==> src/include/lrps_params.svh <==
// constants of the logic, rotate, pack and saturate datapath
// assumes a 32-bit avalon-mm slave with word-aligned byte addresses
`ifndef LRPS_PARAMS_SVH
`define LRPS_PARAMS_SVH
// *****************************************************************
// register byte offsets
// *****************************************************************
`define LRPS_OFS_CTRL     5'h00
`define LRPS_OFS_SRC      5'h04
`define LRPS_OFS_DST      5'h08
`define LRPS_OFS_ACC      5'h0C
`define LRPS_OFS_STATUS   5'h10
// *****************************************************************
// control register fields
// *****************************************************************
`define LRPS_CTRL_OP_LSB  0
`define LRPS_CTRL_OP_MSB  2
`define LRPS_CTRL_IMM_LSB 4
`define LRPS_CTRL_IMM_MSB 9
`define LRPS_CTRL_R1_LSB  12
`define LRPS_CTRL_R1_MSB  16
`define LRPS_CTRL_GO      31
// *****************************************************************
// status register fields
// *****************************************************************
`define LRPS_ST_ZERO      0
`define LRPS_ST_NEG       1
`define LRPS_ST_CARRY     2
`define LRPS_ST_BUSY      8
`define LRPS_ST_ILLEGAL   9
// *****************************************************************
// reset values and fixed figures
// *****************************************************************
`define LRPS_RST_WORD     32'h0000_0000
`define LRPS_ALL_ONES     32'hFFFF_FFFF
`define LRPS_NORM_CARRY   32'h0000_0010
`define LRPS_BYTE_MAX     32'h0000_00FF
`define LRPS_NORM_POS     23
`endif

==> src/include/lrps_pkg.sv <==
// types shared by the datapath core and its register wrapper
// assumes the constants header is included by the user files
package lrps_pkg;
    // *************************************************************
    // operation codes, as written into the control register
    // *************************************************************
    typedef enum logic [2:0] {
        LRPS_NORMALISE_COUNT_OP   = 3'b000,
        LRPS_INVERT_OP            = 3'b001,
        LRPS_OR_OP                = 3'b010,
        LRPS_PACK_PIXEL_OP        = 3'b011,
        LRPS_ACCUM_RESULT_MOVE_OP = 3'b100,
        LRPS_ROTATE_RIGHT_REG_OP  = 3'b101,
        LRPS_ROTATE_RIGHT_IMM_OP  = 3'b110,
        LRPS_CLAMP_UNSIGNED_BYTE_OP = 3'b111
    } lrps_op_type;
endpackage : lrps_pkg

==> src/hdl/lrps_core.sv <==
// combinational result and flag logic for one operation
// assumes operands are stable registers fed by the pipeline wrapper
`timescale 1ns/100ps
`include "lrps_params.svh"
module lrps_core #(
    parameter int NORM_POS = `LRPS_NORM_POS
) (
    input  wire lrps_pkg::lrps_op_type op,
    input  wire logic [31:0]           src_val,
    input  wire logic [31:0]           dst_val,
    input  wire logic [31:0]           acc_val,
    input  wire logic [5:0]            imm_count,
    input  wire logic [4:0]            first_register_field,
    output logic      [31:0]           result,
    output logic                       write_dst,
    output logic                       write_flags,
    output logic                       illegal,
    output logic                       zero_flag,
    output logic                       neg_flag,
    output logic                       carry_flag
);
    // *************************************************************
    // helpers
    // *************************************************************
    // rotate right, shared by both rotate operations
    function automatic logic [31:0] lrps_rotr(input logic [31:0] v,
                                              input logic [4:0]  n);
        lrps_rotr = (v >> n) | (v << (6'd32 - {1'b0, n}));
    endfunction : lrps_rotr
    // index of the highest set bit, zero for a zero value
    function automatic logic [4:0] lrps_msb(input logic [31:0] v);
        lrps_msb = 5'h00;
        for (int i = 0; i < 32; i++)
            if (v[i])
                lrps_msb = 5'(i);
    endfunction : lrps_msb

    // *************************************************************
    // operation mux
    // *************************************************************
    // one case per operation; defaults keep every output assigned
    always_comb
    begin
        result      = dst_val;
        write_dst   = 1'b1;
        write_flags = 1'b1;
        illegal     = 1'b0;
        carry_flag  = 1'b0;
        case (op)
            lrps_pkg::LRPS_NORMALISE_COUNT_OP:
            begin
                // count adds straight onto an exponent
                if (src_val == `LRPS_RST_WORD)
                    result = `LRPS_RST_WORD;
                else
                    result = 32'(int'(lrps_msb(src_val)) - NORM_POS);
                carry_flag = (src_val < `LRPS_NORM_CARRY);
            end
            lrps_pkg::LRPS_INVERT_OP:
            begin
                result = dst_val ^ `LRPS_ALL_ONES;
                carry_flag = (dst_val != `LRPS_RST_WORD);
            end
            lrps_pkg::LRPS_OR_OP:
            begin
                result = src_val | dst_val;
                carry_flag = dst_val[31] & src_val[31];
            end
            lrps_pkg::LRPS_PACK_PIXEL_OP:
            begin
                if (first_register_field != 5'h00)
                begin
                    // expansion is not built here: refuse it
                    illegal   = 1'b1;
                    write_dst = 1'b0;
                end
                result = {16'h0000, dst_val[25:22], dst_val[16:13],
                          dst_val[7:0]};
                write_flags = 1'b0;
            end
            lrps_pkg::LRPS_ACCUM_RESULT_MOVE_OP:
            begin
                result      = acc_val;
                write_flags = 1'b0;
            end
            lrps_pkg::LRPS_ROTATE_RIGHT_REG_OP:
            begin
                result = lrps_rotr(dst_val, src_val[4:0]);
                carry_flag = dst_val[31];
            end
            lrps_pkg::LRPS_ROTATE_RIGHT_IMM_OP:
            begin
                result = lrps_rotr(dst_val, imm_count[4:0]);
                carry_flag = dst_val[31];
            end
            lrps_pkg::LRPS_CLAMP_UNSIGNED_BYTE_OP:
            begin
                if (dst_val[31])
                    result = `LRPS_RST_WORD;
                else if (dst_val > `LRPS_BYTE_MAX)
                    result = `LRPS_BYTE_MAX;
                else
                    result = dst_val;
            end
            default:
            begin
                illegal   = 1'b1;
                write_dst = 1'b0;
            end
        endcase
    end

    assign zero_flag = (result == `LRPS_RST_WORD);
    // clamp never yields a negative value, so n clears there
    assign neg_flag  = result[31];
endmodule : lrps_core

==> src/hdl/lrps_top.sv <==
// avalon-mm wrapped datapath: normalise count, invert, or, pack,
// accumulator move, rotates and unsigned byte clamp
// assumes one 40 mhz clock, bus master keeps requests until answered
//
// How it works
// - normalise count is highest set bit index minus NORM_POS, zero for a zero source
// - count adds directly to exponent
// - normalise carry set when source below 10h
// - invert xors destination with all ones
// - invert carry set unless operand zero
// - or combines source and destination
// - or carry is both bit 31 anded
// - zero and negative follow the result
// - pack moves fields, flags untouched
// - pack only when first field zero
// - pack gives sixteen bit pixel
// - accumulator move copies result, flags untouched
// - register rotate uses low five bits
// - rotate carry is old bit 31
// - immediate rotate count is the low five bits, 0 to 31
// - clamp signed value into 0..255
// - operands read cycle 1, written cycle 3
// - or and register rotate read source too
`timescale 1ns/100ps
`include "lrps_params.svh"
module lrps_top #(
    parameter int NORM_POS = `LRPS_NORM_POS
) (
    input  wire logic        sys_clk,
    input  wire logic        rst_b,
    input  wire logic        clk_en,
    input  wire logic [4:0]  avs_address,
    input  wire logic        avs_read,
    input  wire logic        avs_write,
    input  wire logic [31:0] avs_writedata,
    input  wire logic [3:0]  avs_byteenable,
    output logic      [31:0] avs_readdata,
    output logic             avs_waitrequest
);
    // *************************************************************
    // declarations
    // *************************************************************
    logic [31:0]           src_reg;      // source operand register
    logic [31:0]           dst_reg;      // destination register
    logic [31:0]           acc_reg;      // multiply-accumulate result
    logic [31:0]           ctrl_reg;     // last control word written
    logic                  zero_f;       // condition flags
    logic                  neg_f;
    logic                  carry_f;
    logic                  illegal_f;    // last op was refused
    logic                  st1;          // operation issued
    logic                  st2;          // operands read
    logic                  st3;          // result ready to retire
    lrps_pkg::lrps_op_type op_q;         // operation in flight
    logic [5:0]            imm_q;        // immediate rotate count
    logic [4:0]            r1_q;         // first register field
    logic [31:0]           opa;          // latched source operand
    logic [31:0]           opb;          // latched destination operand
    logic [31:0]           res_q;        // result staged for writeback
    logic                  wr_dst_q;
    logic                  wr_flg_q;
    logic                  ill_q;
    logic                  z_q;
    logic                  n_q;
    logic                  c_q;
    logic [31:0]           core_res;     // core outputs
    logic                  core_wr_dst;
    logic                  core_wr_flg;
    logic                  core_ill;
    logic                  core_z;
    logic                  core_n;
    logic                  core_c;
    logic                  busy;         // pipeline not empty
    logic                  accept_wr;    // bus write takes effect
    logic                  go;           // control write starts op
    logic [31:0]           next_rdata;   // read mux

    // merge byte lanes of a write into an old register value
    function automatic logic [31:0] lrps_merge(input logic [31:0] old,
                                               input logic [31:0] wd,
                                               input logic [3:0]  be);
        for (int i = 0; i < 4; i++)
            lrps_merge[i*8 +: 8] = be[i] ? wd[i*8 +: 8] : old[i*8 +: 8];
    endfunction : lrps_merge

    assign busy      = st1 | st2 | st3;
    // writes land only at the edge where waitrequest is seen low
    assign accept_wr = avs_write & ~avs_waitrequest & clk_en;
    // operand registers are frozen while an op is in flight
    assign go        = accept_wr & ~busy &
                       (avs_address == `LRPS_OFS_CTRL) &
                       avs_byteenable[3] & avs_writedata[`LRPS_CTRL_GO];

    // *************************************************************
    // bus slave
    // *************************************************************
    // read mux; unmapped addresses read as zero
    always_comb
    begin
        next_rdata = `LRPS_RST_WORD;
        case (avs_address)
            `LRPS_OFS_CTRL:   next_rdata = ctrl_reg;
            `LRPS_OFS_SRC:    next_rdata = src_reg;
            `LRPS_OFS_DST:    next_rdata = dst_reg;
            `LRPS_OFS_ACC:    next_rdata = acc_reg;
            `LRPS_OFS_STATUS:
            begin
                next_rdata[`LRPS_ST_ZERO]    = zero_f;
                next_rdata[`LRPS_ST_NEG]     = neg_f;
                next_rdata[`LRPS_ST_CARRY]   = carry_f;
                next_rdata[`LRPS_ST_BUSY]    = busy;
                next_rdata[`LRPS_ST_ILLEGAL] = illegal_f;
            end
            default:          next_rdata = `LRPS_RST_WORD;
        endcase
    end

    // one wait cycle per access: waitrequest drops for one cycle,
    // read data are loaded at the same edge
    always_ff @(posedge sys_clk or negedge rst_b)
    begin
        if (!rst_b)
        begin
            avs_waitrequest <= 1'b1;
            avs_readdata    <= `LRPS_RST_WORD;
        end
        else if (clk_en)
        begin
            if ((avs_read | avs_write) & avs_waitrequest)
            begin
                avs_waitrequest <= 1'b0;
                avs_readdata    <= avs_read ? next_rdata : `LRPS_RST_WORD;
            end
            else
                avs_waitrequest <= 1'b1;
        end
    end

    // *************************************************************
    // software registers
    // *************************************************************
    // writes while busy are dropped to avoid racing the writeback
    always_ff @(posedge sys_clk or negedge rst_b)
    begin
        if (!rst_b)
        begin
            ctrl_reg <= `LRPS_RST_WORD;
            src_reg  <= `LRPS_RST_WORD;
            acc_reg  <= `LRPS_RST_WORD;
        end
        else if (accept_wr & ~busy)
        begin
            case (avs_address)
                `LRPS_OFS_CTRL:
                    ctrl_reg <= lrps_merge(ctrl_reg, avs_writedata,
                                           avs_byteenable);
                `LRPS_OFS_SRC:
                    src_reg <= lrps_merge(src_reg, avs_writedata,
                                          avs_byteenable);
                `LRPS_OFS_ACC:
                    acc_reg <= lrps_merge(acc_reg, avs_writedata,
                                          avs_byteenable);
                default:
                    ctrl_reg <= ctrl_reg;
            endcase
        end
    end

    // destination register: bus writes when idle, datapath in cycle 3
    always_ff @(posedge sys_clk or negedge rst_b)
    begin
        if (!rst_b)
            dst_reg <= `LRPS_RST_WORD;
        else if (clk_en)
        begin
            if (st3 & wr_dst_q)
                dst_reg <= res_q;
            else if (accept_wr & ~busy & (avs_address == `LRPS_OFS_DST))
                dst_reg <= lrps_merge(dst_reg, avs_writedata,
                                      avs_byteenable);
        end
    end

    // *************************************************************
    // pipeline
    // *************************************************************
    // stage valids: issue, operand read, retire
    always_ff @(posedge sys_clk or negedge rst_b)
    begin
        if (!rst_b)
        begin
            st1 <= 1'b0;
            st2 <= 1'b0;
            st3 <= 1'b0;
        end
        else if (clk_en)
        begin
            st1 <= go;
            st2 <= st1;
            st3 <= st2;
        end
    end

    // decoded fields latched at issue
    always_ff @(posedge sys_clk or negedge rst_b)
    begin
        if (!rst_b)
        begin
            op_q  <= lrps_pkg::LRPS_NORMALISE_COUNT_OP;
            imm_q <= 6'h00;
            r1_q  <= 5'h00;
        end
        else if (go)
        begin
            op_q  <= lrps_pkg::lrps_op_type'(
                avs_writedata[`LRPS_CTRL_OP_MSB:`LRPS_CTRL_OP_LSB]);
            imm_q <= avs_writedata[`LRPS_CTRL_IMM_MSB:`LRPS_CTRL_IMM_LSB];
            r1_q  <= avs_writedata[`LRPS_CTRL_R1_MSB:`LRPS_CTRL_R1_LSB];
        end
    end

    // source latched for normalise count, or and register rotate
    // both are latched every time; ops that read only the destination
    // simply ignore the source copy in the core
    always_ff @(posedge sys_clk or negedge rst_b)
    begin
        if (!rst_b)
        begin
            opa <= `LRPS_RST_WORD;
            opb <= `LRPS_RST_WORD;
        end
        else if (clk_en & st1)
        begin
            opa <= src_reg;
            opb <= dst_reg;
        end
    end

    lrps_core #(
        .NORM_POS             (NORM_POS)
    ) u_core (
        .op                   (op_q),
        .src_val              (opa),
        .dst_val              (opb),
        .acc_val              (acc_reg),
        .imm_count            (imm_q),
        .first_register_field (r1_q),
        .result               (core_res),
        .write_dst            (core_wr_dst),
        .write_flags          (core_wr_flg),
        .illegal              (core_ill),
        .zero_flag            (core_z),
        .neg_flag             (core_n),
        .carry_flag           (core_c)
    );

    // result staging in cycle 2
    always_ff @(posedge sys_clk or negedge rst_b)
    begin
        if (!rst_b)
        begin
            res_q    <= `LRPS_RST_WORD;
            wr_dst_q <= 1'b0;
            wr_flg_q <= 1'b0;
            ill_q    <= 1'b0;
            z_q      <= 1'b0;
            n_q      <= 1'b0;
            c_q      <= 1'b0;
        end
        else if (clk_en & st2)
        begin
            res_q    <= core_res;
            wr_dst_q <= core_wr_dst;
            wr_flg_q <= core_wr_flg & ~core_ill;
            ill_q    <= core_ill;
            z_q      <= core_z;
            n_q      <= core_n;
            c_q      <= core_c;
        end
    end

    always_ff @(posedge sys_clk or negedge rst_b)
    begin
        if (!rst_b)
        begin
            zero_f    <= 1'b0;
            neg_f     <= 1'b0;
            carry_f   <= 1'b0;
            illegal_f <= 1'b0;
        end
        else if (clk_en & st3)
        begin
            illegal_f <= ill_q;
            if (wr_flg_q)
            begin
                zero_f  <= z_q;
                neg_f   <= n_q;
                carry_f <= c_q;
            end
        end
    end
endmodule : lrps_top

==> config.mk <==
export PLATFORM = sky130hd
export DESIGN_NAME = lrps_top
export DESIGN_NICKNAME = d
export VERILOG_FILES = /design/src/include/lrps_pkg.sv /design/src/hdl/lrps_core.sv /design/src/hdl/lrps_top.sv
export VERILOG_INCLUDE_DIRS = /design/src /design/src/include
export SDC_FILE = /design/constraint.sdc
export NUM_CORES = 1
export LEC_CHECK = 0
export BUFFER_PORTS_ARGS = -buffer_cell sky130_fd_sc_hd__buf_2
export CAP_MARGIN = 20
export CORE_MARGIN = 4
export CORE_UTILIZATION = 28
export CTS_CLUSTER_DIAMETER = 200
export DETAILED_ROUTE_END_ITERATION = 16
export GPL_TIMING_DRIVEN = 0
export PLACE_DENSITY = 0.41
export SYNTH_ARGS = -nofsm -noshare
export SYNTH_HDL_FRONTEND = slang
export SYNTH_SLANG_ARGS = --single-unit
==> constraint.sdc <==
create_clock -name sys_clk -period 4.1 [get_ports sys_clk]
set_input_delay 0.41 -clock sys_clk [delete_from_list [all_inputs] [get_ports sys_clk]]
set_output_delay 0.41 -clock sys_clk [all_outputs]
set_load 0.01 [all_outputs]
Yosys cells after proc, flatten, opt, wreduce, memory -nomap -nowiden
Index checks and enable logic that the tools add are counted.
{"block": "op_classes", "eq_ne": 11, "n_addsub": 3, "bitwise": 24, "shifts": 4, "muxes": 55, "reduce_logical": 31, "magnitude_cmp": 2}
{"cell": "32-bit one-hot mux with 8 select lines", "n": 1}
{"cell": "32-bit 2-to-1 mux", "n": 5}
{"cell": "32-bit bitwise OR", "n": 3}
{"cell": "5-bit 2-to-1 mux", "n": 18}
{"cell": "22-bit one-hot mux with 4 select lines", "n": 1}
{"cell": "32-bit logical NOT", "n": 2}
{"cell": "32-bit by 6-bit left shift with 32-bit output", "n": 2}
{"cell": "32-bit by 5-bit >> shifter with 32-bit output", "n": 2}
{"cell": "3-bit AND reduction", "n": 16}
{"cell": "32-bit by 8-bit > comparator with 1-bit output (second input constant)", "n": 1}
{"cell": "32-bit by 5-bit < comparator with 1-bit output (second input constant)", "n": 1}
{"cell": "4-bit 2-to-1 mux", "n": 8}
{"cell": "8-bit 2-to-1 mux", "n": 4}
{"cell": "32-bit inverter", "n": 1}
{"cell": "32-bit nonzero test", "n": 1}
{"cell": "31-bit 2-to-1 mux", "n": 1}
{"cell": "5-bit one-hot mux with 4 select lines", "n": 1}
{"cell": "3-bit one-hot mux with 5 select lines", "n": 1}
{"cell": "1-bit AND", "n": 14}
{"cell": "3-bit == test (second input constant)", "n": 4}
{"cell": "3-bit 2-to-1 mux", "n": 4}
{"cell": "6-bit by 5-bit subtractor with 6-bit output (first input constant)", "n": 2}
{"cell": "5-bit by 4-bit == test with 1-bit output (second input constant)", "n": 2}
{"cell": "2-bit one-hot mux with 5 select lines", "n": 1}
{"cell": "other kinds (16)", "n": 34}
{"block": "totals", "register_bits": 283, "word_cells": 167, "input_bits": 46, "out_inout_bits": 33}

Logic depth before layout (Yosys ltp)
{"block": "depth", "ltp_word": 37, "depth_mapped": 20, "ltp_nobuf": 15}

Hierarchy
Synthesis repeated with hierarchy kept, for this count alone.
{"block": "hier_totals", "cells_unflattened": 2087, "hier_area_um2": 21904.8}
{"mod": "lrps_top", "instances": 1, "cells_each": 798, "seq_area_each_um2": 7108.1, "area_each_um2": 11969.0}
{"mod": "lrps_core", "instances": 1, "cells_each": 1289, "seq_area_each_um2": 0.0, "area_each_um2": 9935.8}

Worst setup path after synthesis
No wires, ideal clock.
{"block": "synth_timing", "path_kind": "register to register", "startpoint": "register imm_q[0]", "endpoint": "register z_q", "path_buffers": 8, "setup_ns": 0.104, "required_ns": 3.996, "path_slack_ns": -0.300, "period_less_slack_ns": 4.400, "t_arrival_ns": 4.296, "stages_incl_launch_ff": 20, "cell_sequence": "dfrtp_1 -> buf_6 -> buf_6 -> clkinv_1 -> buf_4 -> buf_6 -> buf_2 -> ha_1 -> buf_2 -> buf_6 -> buf_2 -> mux4_2 -> mux4_2 -> nand2_1 -> o221ai_1 -> a211o_1 -> or4_1 -> nor4_2 -> nand4_1 -> o41ai_2"}
{"block": "synth_via", "elab_chain_len": 5, "elab_cells_between_ends": 6, "classes_between": "add/sub (1); shift (2); mux (1); bitwise (1); reduce/logical (1)"}
{"item": "from (decl)", "line": "lrps_top.sv:55", "source": "logic [5:0] imm_q;"}
{"item": "from (signal assigned)", "line": "lrps_top.sv:217", "source": "imm_q <= avs_writedata[`LRPS_CTRL_IMM_MSB:`LRPS_CTRL_IMM_LSB];"}
{"item": "6-bit by 5-bit subtractor with 6-bit output", "line": "lrps_core.sv:28", "source": "lrps_rotr = (v >> n) | (v << (6'd32 - {1'b0, n}));"}
{"item": "32-bit by 6-bit left shift with 32-bit output", "line": "lrps_core.sv:28"}
{"item": "32-bit bitwise OR (*)", "line": "lrps_core.sv:28"}
{"item": "32-bit one-hot mux with 8 select lines (*)", "line": "lrps_core.sv:49", "source": "case (op)"}
{"item": "32-bit logical NOT (no source line) (*)"}
{"item": "to (signal assigned)", "line": "lrps_top.sv:276", "source": "z_q <= core_z;"}
{"item": "to (decl)", "line": "lrps_top.sv:63", "source": "logic z_q;"}
Every way passes the cells marked *; elsewhere a longest branch is shown, timed or not.
A chain may end at the register's enable or synchronous reset.

Worst setup path after layout
{"block": "layout_timing", "startpoint": "register opb[31]", "endpoint": "register z_q"}
{"block": "layout_via", "elab_chain_len": 5, "elab_cells_between_ends": 13, "classes_between": "order compare (1); shift (4); mux (3); bitwise (4); reduce/logical (1)"}
{"item": "from (decl)", "line": "lrps_top.sv:58", "source": "logic [31:0] opb;"}
{"item": "from (signal assigned)", "line": "lrps_top.sv:230", "source": "opb <= `LRPS_RST_WORD;"}
{"item": "from (signal assigned)", "line": "lrps_top.sv:235", "source": "opb <= dst_reg;"}
{"item": "32-bit by 8-bit > comparator with 1-bit output (no source line)"}
{"item": "31-bit 2-to-1 mux", "line": "lrps_core.sv:100", "source": "else if (dst_val > `LRPS_BYTE_MAX)"}
{"item": "32-bit 2-to-1 mux", "line": "lrps_core.sv:98", "source": "if (dst_val[31])"}
{"item": "32-bit one-hot mux with 8 select lines (*)", "line": "lrps_core.sv:49"}
{"item": "32-bit logical NOT (no source line) (*)"}
Marked as above.

==> summary.txt <==
Logic synthesis
  • Post-synth top area cell: dfrtp_1
  • Cell types occupying the most area after synthesis: dfrtp_1 33%, mux2_2 13%, mux4_2 12%
  • Synth Instances: roughly 2100
  • Fraction of registers with async set/reset: 100.0%
  • Yosys Warn Count: 0
  • Post-synth EDFFs: 0
  • Mean Syn Cell Area: 10.06 µm²
  • Count of state elements after synthesis: ~280
  • Share of the synthesized area in the top cell type: 32.99%
  • Post-synth top flop: dfrtp_1
  • Synth unique cells: 94
  • Synthesized area: 0.02131 mm²
  • Register area share after synthesis: between 30% and 40%
  • Syn_nets: 2167

Layout
  • Most frequent cells in the layout: 277 x dfrtp_1, 239 x mux2_2, 232 x nand2_1, 139 x mux2i_1, 133 x nor2_1
  • Final core utilization: between 30% and 40%
  • Share of post-route cells with drive strength above 1: approximately a third
  • Commonest non-fill, non-tap cell in the layout: dfrtp_1
  • Final nets: about 2400
  • Area Growth Syn to Fin: 21.42%
  • Final Instance Area: 0.02588 mm²
  • Fill count: around 7600

Worst setup path
  • Reg-to-Reg End: z_q
  • Worst setup EP type: flip-flop
  • Flop2flop setup slack: -340 ps
  • Startpoint type of the worst setup path: flip-flop
  • Data arrival time of the critical path: between 4000 and 5000 ps
  • Reg-to-Reg Start: opb[31]
  • Worst setup startpoint: opb[31]
  • Critical Path RT: ~4600 ps
  • Crit path capture: z_q
  • R2R depth: 11
  • Maximum fanout along the worst path: 10
  • WS Path Type: flip-flop to flip-flop

Die
  • Die H: 283.9 µm
  • Initial Util: between 20 and 30%
  • Standard-cell rows: 100
  • Top-level I/O count: 79
  • Core ar.: approximately 0.075 mm²
  • Chip width: between 200 and 300 µm
  • Die ar.: just over 0.08 mm²

Global route
  • Initial antenna violation count: 8
  • First-pass GRT wire length: roughly 180000 µm
  • Pin count of the biggest net entering global routing: 110
  • Overall routing resource usage: a little under a third
  • Grt ovf: 0
  • Number of global-route vias before repair: between 20000 and 25000

Pwr
  • Total Power: roughly 0.0074 W
  • Lkg Pwr: roughly 11 nW
  • VDD IR-drop max: 0.2447 mV
  • PwrDens: between 200 and 300 mW/mm²

Place
  • DP HPWL: slightly above 100000 µm
  • IO Port Bufs: 76
  • DP Worst Slack: -1872 ps
  • Post-DP Area: 0.02316 mm²
  • Routability cong.: ~1

Worst hold path
  • Worst Hold Class: input pin to flip-flop

Drt
  • ANT nets after route: 0
  • Vias: ~21000
  • Detailed Routing Iterations Pass 1: 5
  • Final WL: 133000 µm
  • Residual DRC: 0
  • Vias per Instance: roughly 6.3
  • DR WL/cell: between 40 and 50 µm
  • Initial drt markers: approximately 2400

Timing
  • Fmax: around 230 MHz
  • Part of the cycle the worst path needs: 108.2%
  • Unrepaired setup endpoints after global routing: yes
  • Slew @ Worst Pin: around 1300 ps
  • Final slew viol count: 0
  • Worst slew margin: between 10% and 20%
  • Min Tclk post-route: 4437 ps
  • Final WS setup: -337.3 ps
  • Final hold violation count: 0
  • Skew final: around 21 ps
  • Final setup fails: 6

Clock network
  • Clk_lat worst skew: 550 ps
  • Clk Tree Root Cell: clkbuf_16
  • TritonCTS clock tree: done
  • H-tree depth: 2
  • Clock Pin Slew Worst Setup and Hold Paths: 60 ps
  • CTS Buf Count: 34
  • Clock sinks: between 200 and 300
  • Worst-case clock buffer depth: 3

Status
  • Status: finished, violations left
  • Failing checks: negative setup slack

Run
  • Max Cap Viol: 0
timing repair:
item                                   CTS  global route
resized for setup                      145           110
pin swaps                               16            27
setup buffers                           39            31
cloned                                   1             1
setup endpoints to repair               40            19
endpoints found under the hold margin   77             0
hold buffers                             1             0
power breakdown:
group | total, W | switching [W] | internal, W
logic | 0.000960 | 0.000597 | 0.000363
registers | 0.00306 | 0.000157 | 0.00291
clock network | 0.00334 | 0.00132 | 0.00203
critical path, stage by stage, from the launching register on:
cell	delay [ps]
dfrtp_1	770
clkbuf_2	510
mux2i_1	250
nor2_1	200
mux2_2	410
mux2i_1	510
o2bb2ai_1	240
a211o_1	350
nor4bb_4	470
and3b_1	250
nand4_1	130
o41ai_2	230
synth_stat cells (all sizes together) (7+ instances only):
master	count
a211o	12
a211oi	22
a21oi	70
a221oi	17
a22o	29
a22oi	33
a2bb2oi	15
a31oi	16
and2	9
and3	8
buf	71
clkbuf	130
dfrtp	281
inv	21
mux2	243
mux2i	156
mux4	110
nand2	237
nand2b	15
nand3	32
nand3b	7
nand4	8
nor2	140
nor2b	17
nor3	34
nor3b	8
nor4	23
o211ai	20
o21a	11
o21ai	138
o221ai	15
o22ai	39
o31ai	7
or2	8
or3	9
or4	13
worst min-delay path by stage:
stage	from	cells past startpoint	to
6_report	avs_writedata[11]	2	src_reg[11]
5_1_grt	avs_writedata[23]	2	acc_reg[23]
4_1_cts	avs_writedata[11]	2	acc_reg[11]
3_5_place_dp	res_q[20]	2	res_q[20]
3_3_place_gp	res_q[30]	2	res_q[30]
2_1_floorplan	rst_b	0	acc_reg[0]
metrics by stage:
step                      std cells  hold slack (ps)  setup TNS [ps]
after floorplan                2118            114.4               0
after global placement         3163            459.7         -869400
after detailed placement       3177            460.0          -29500
after CTS                      3274            119.4          -711.9
after global routing           3305            137.6          -228.2
final                          3310            147.1          -770.7
cells by family (layout without fill, tap and decap cells):
family,Yosys count,count (layout),synth area share [%]
and+or+nand+nor,576,576,12.80
adders and majority gates,3,3,0.1761
AOI/OAI and AO/OA,516,516,16.77
muxes,509,509,31.81
other,0,5,0
DFF,282,282,33.12
xor gates and xnor gates,7,7,0.4463
buffers and inverters,225,443,4.878
final cells by class:
type | count | area [µm²] | area share, %
Multi-Input combinational cell | 1611 | 13840 | 53.47
Sequential cell | 282 | 7063 | 27.29
Timing Repair Buffer | 166 | 1265 | 4.888
Tap cell | 969 | 1212 | 4.685
Buffer | 192 | 1150 | 4.443
Clock buffer | 46 | 987.2 | 3.815
Clock inverter | 15 | 236.5 | 0.9138
Inverter | 24 | 115.1 | 0.4448
Antenna cell | 5 | 12.51 | 0.04835
per-layer routing:
metal	wire (µm)	vias up	GRT usage (%)
li1	-	8507	-
met1	54150	10830	40.78
met2	59150	1223	50.36
met3	9916	368	6.562
met4	9790	2	18.29
met5	13	-	0
No activity file was read; power rests on OpenSTA's default activity.
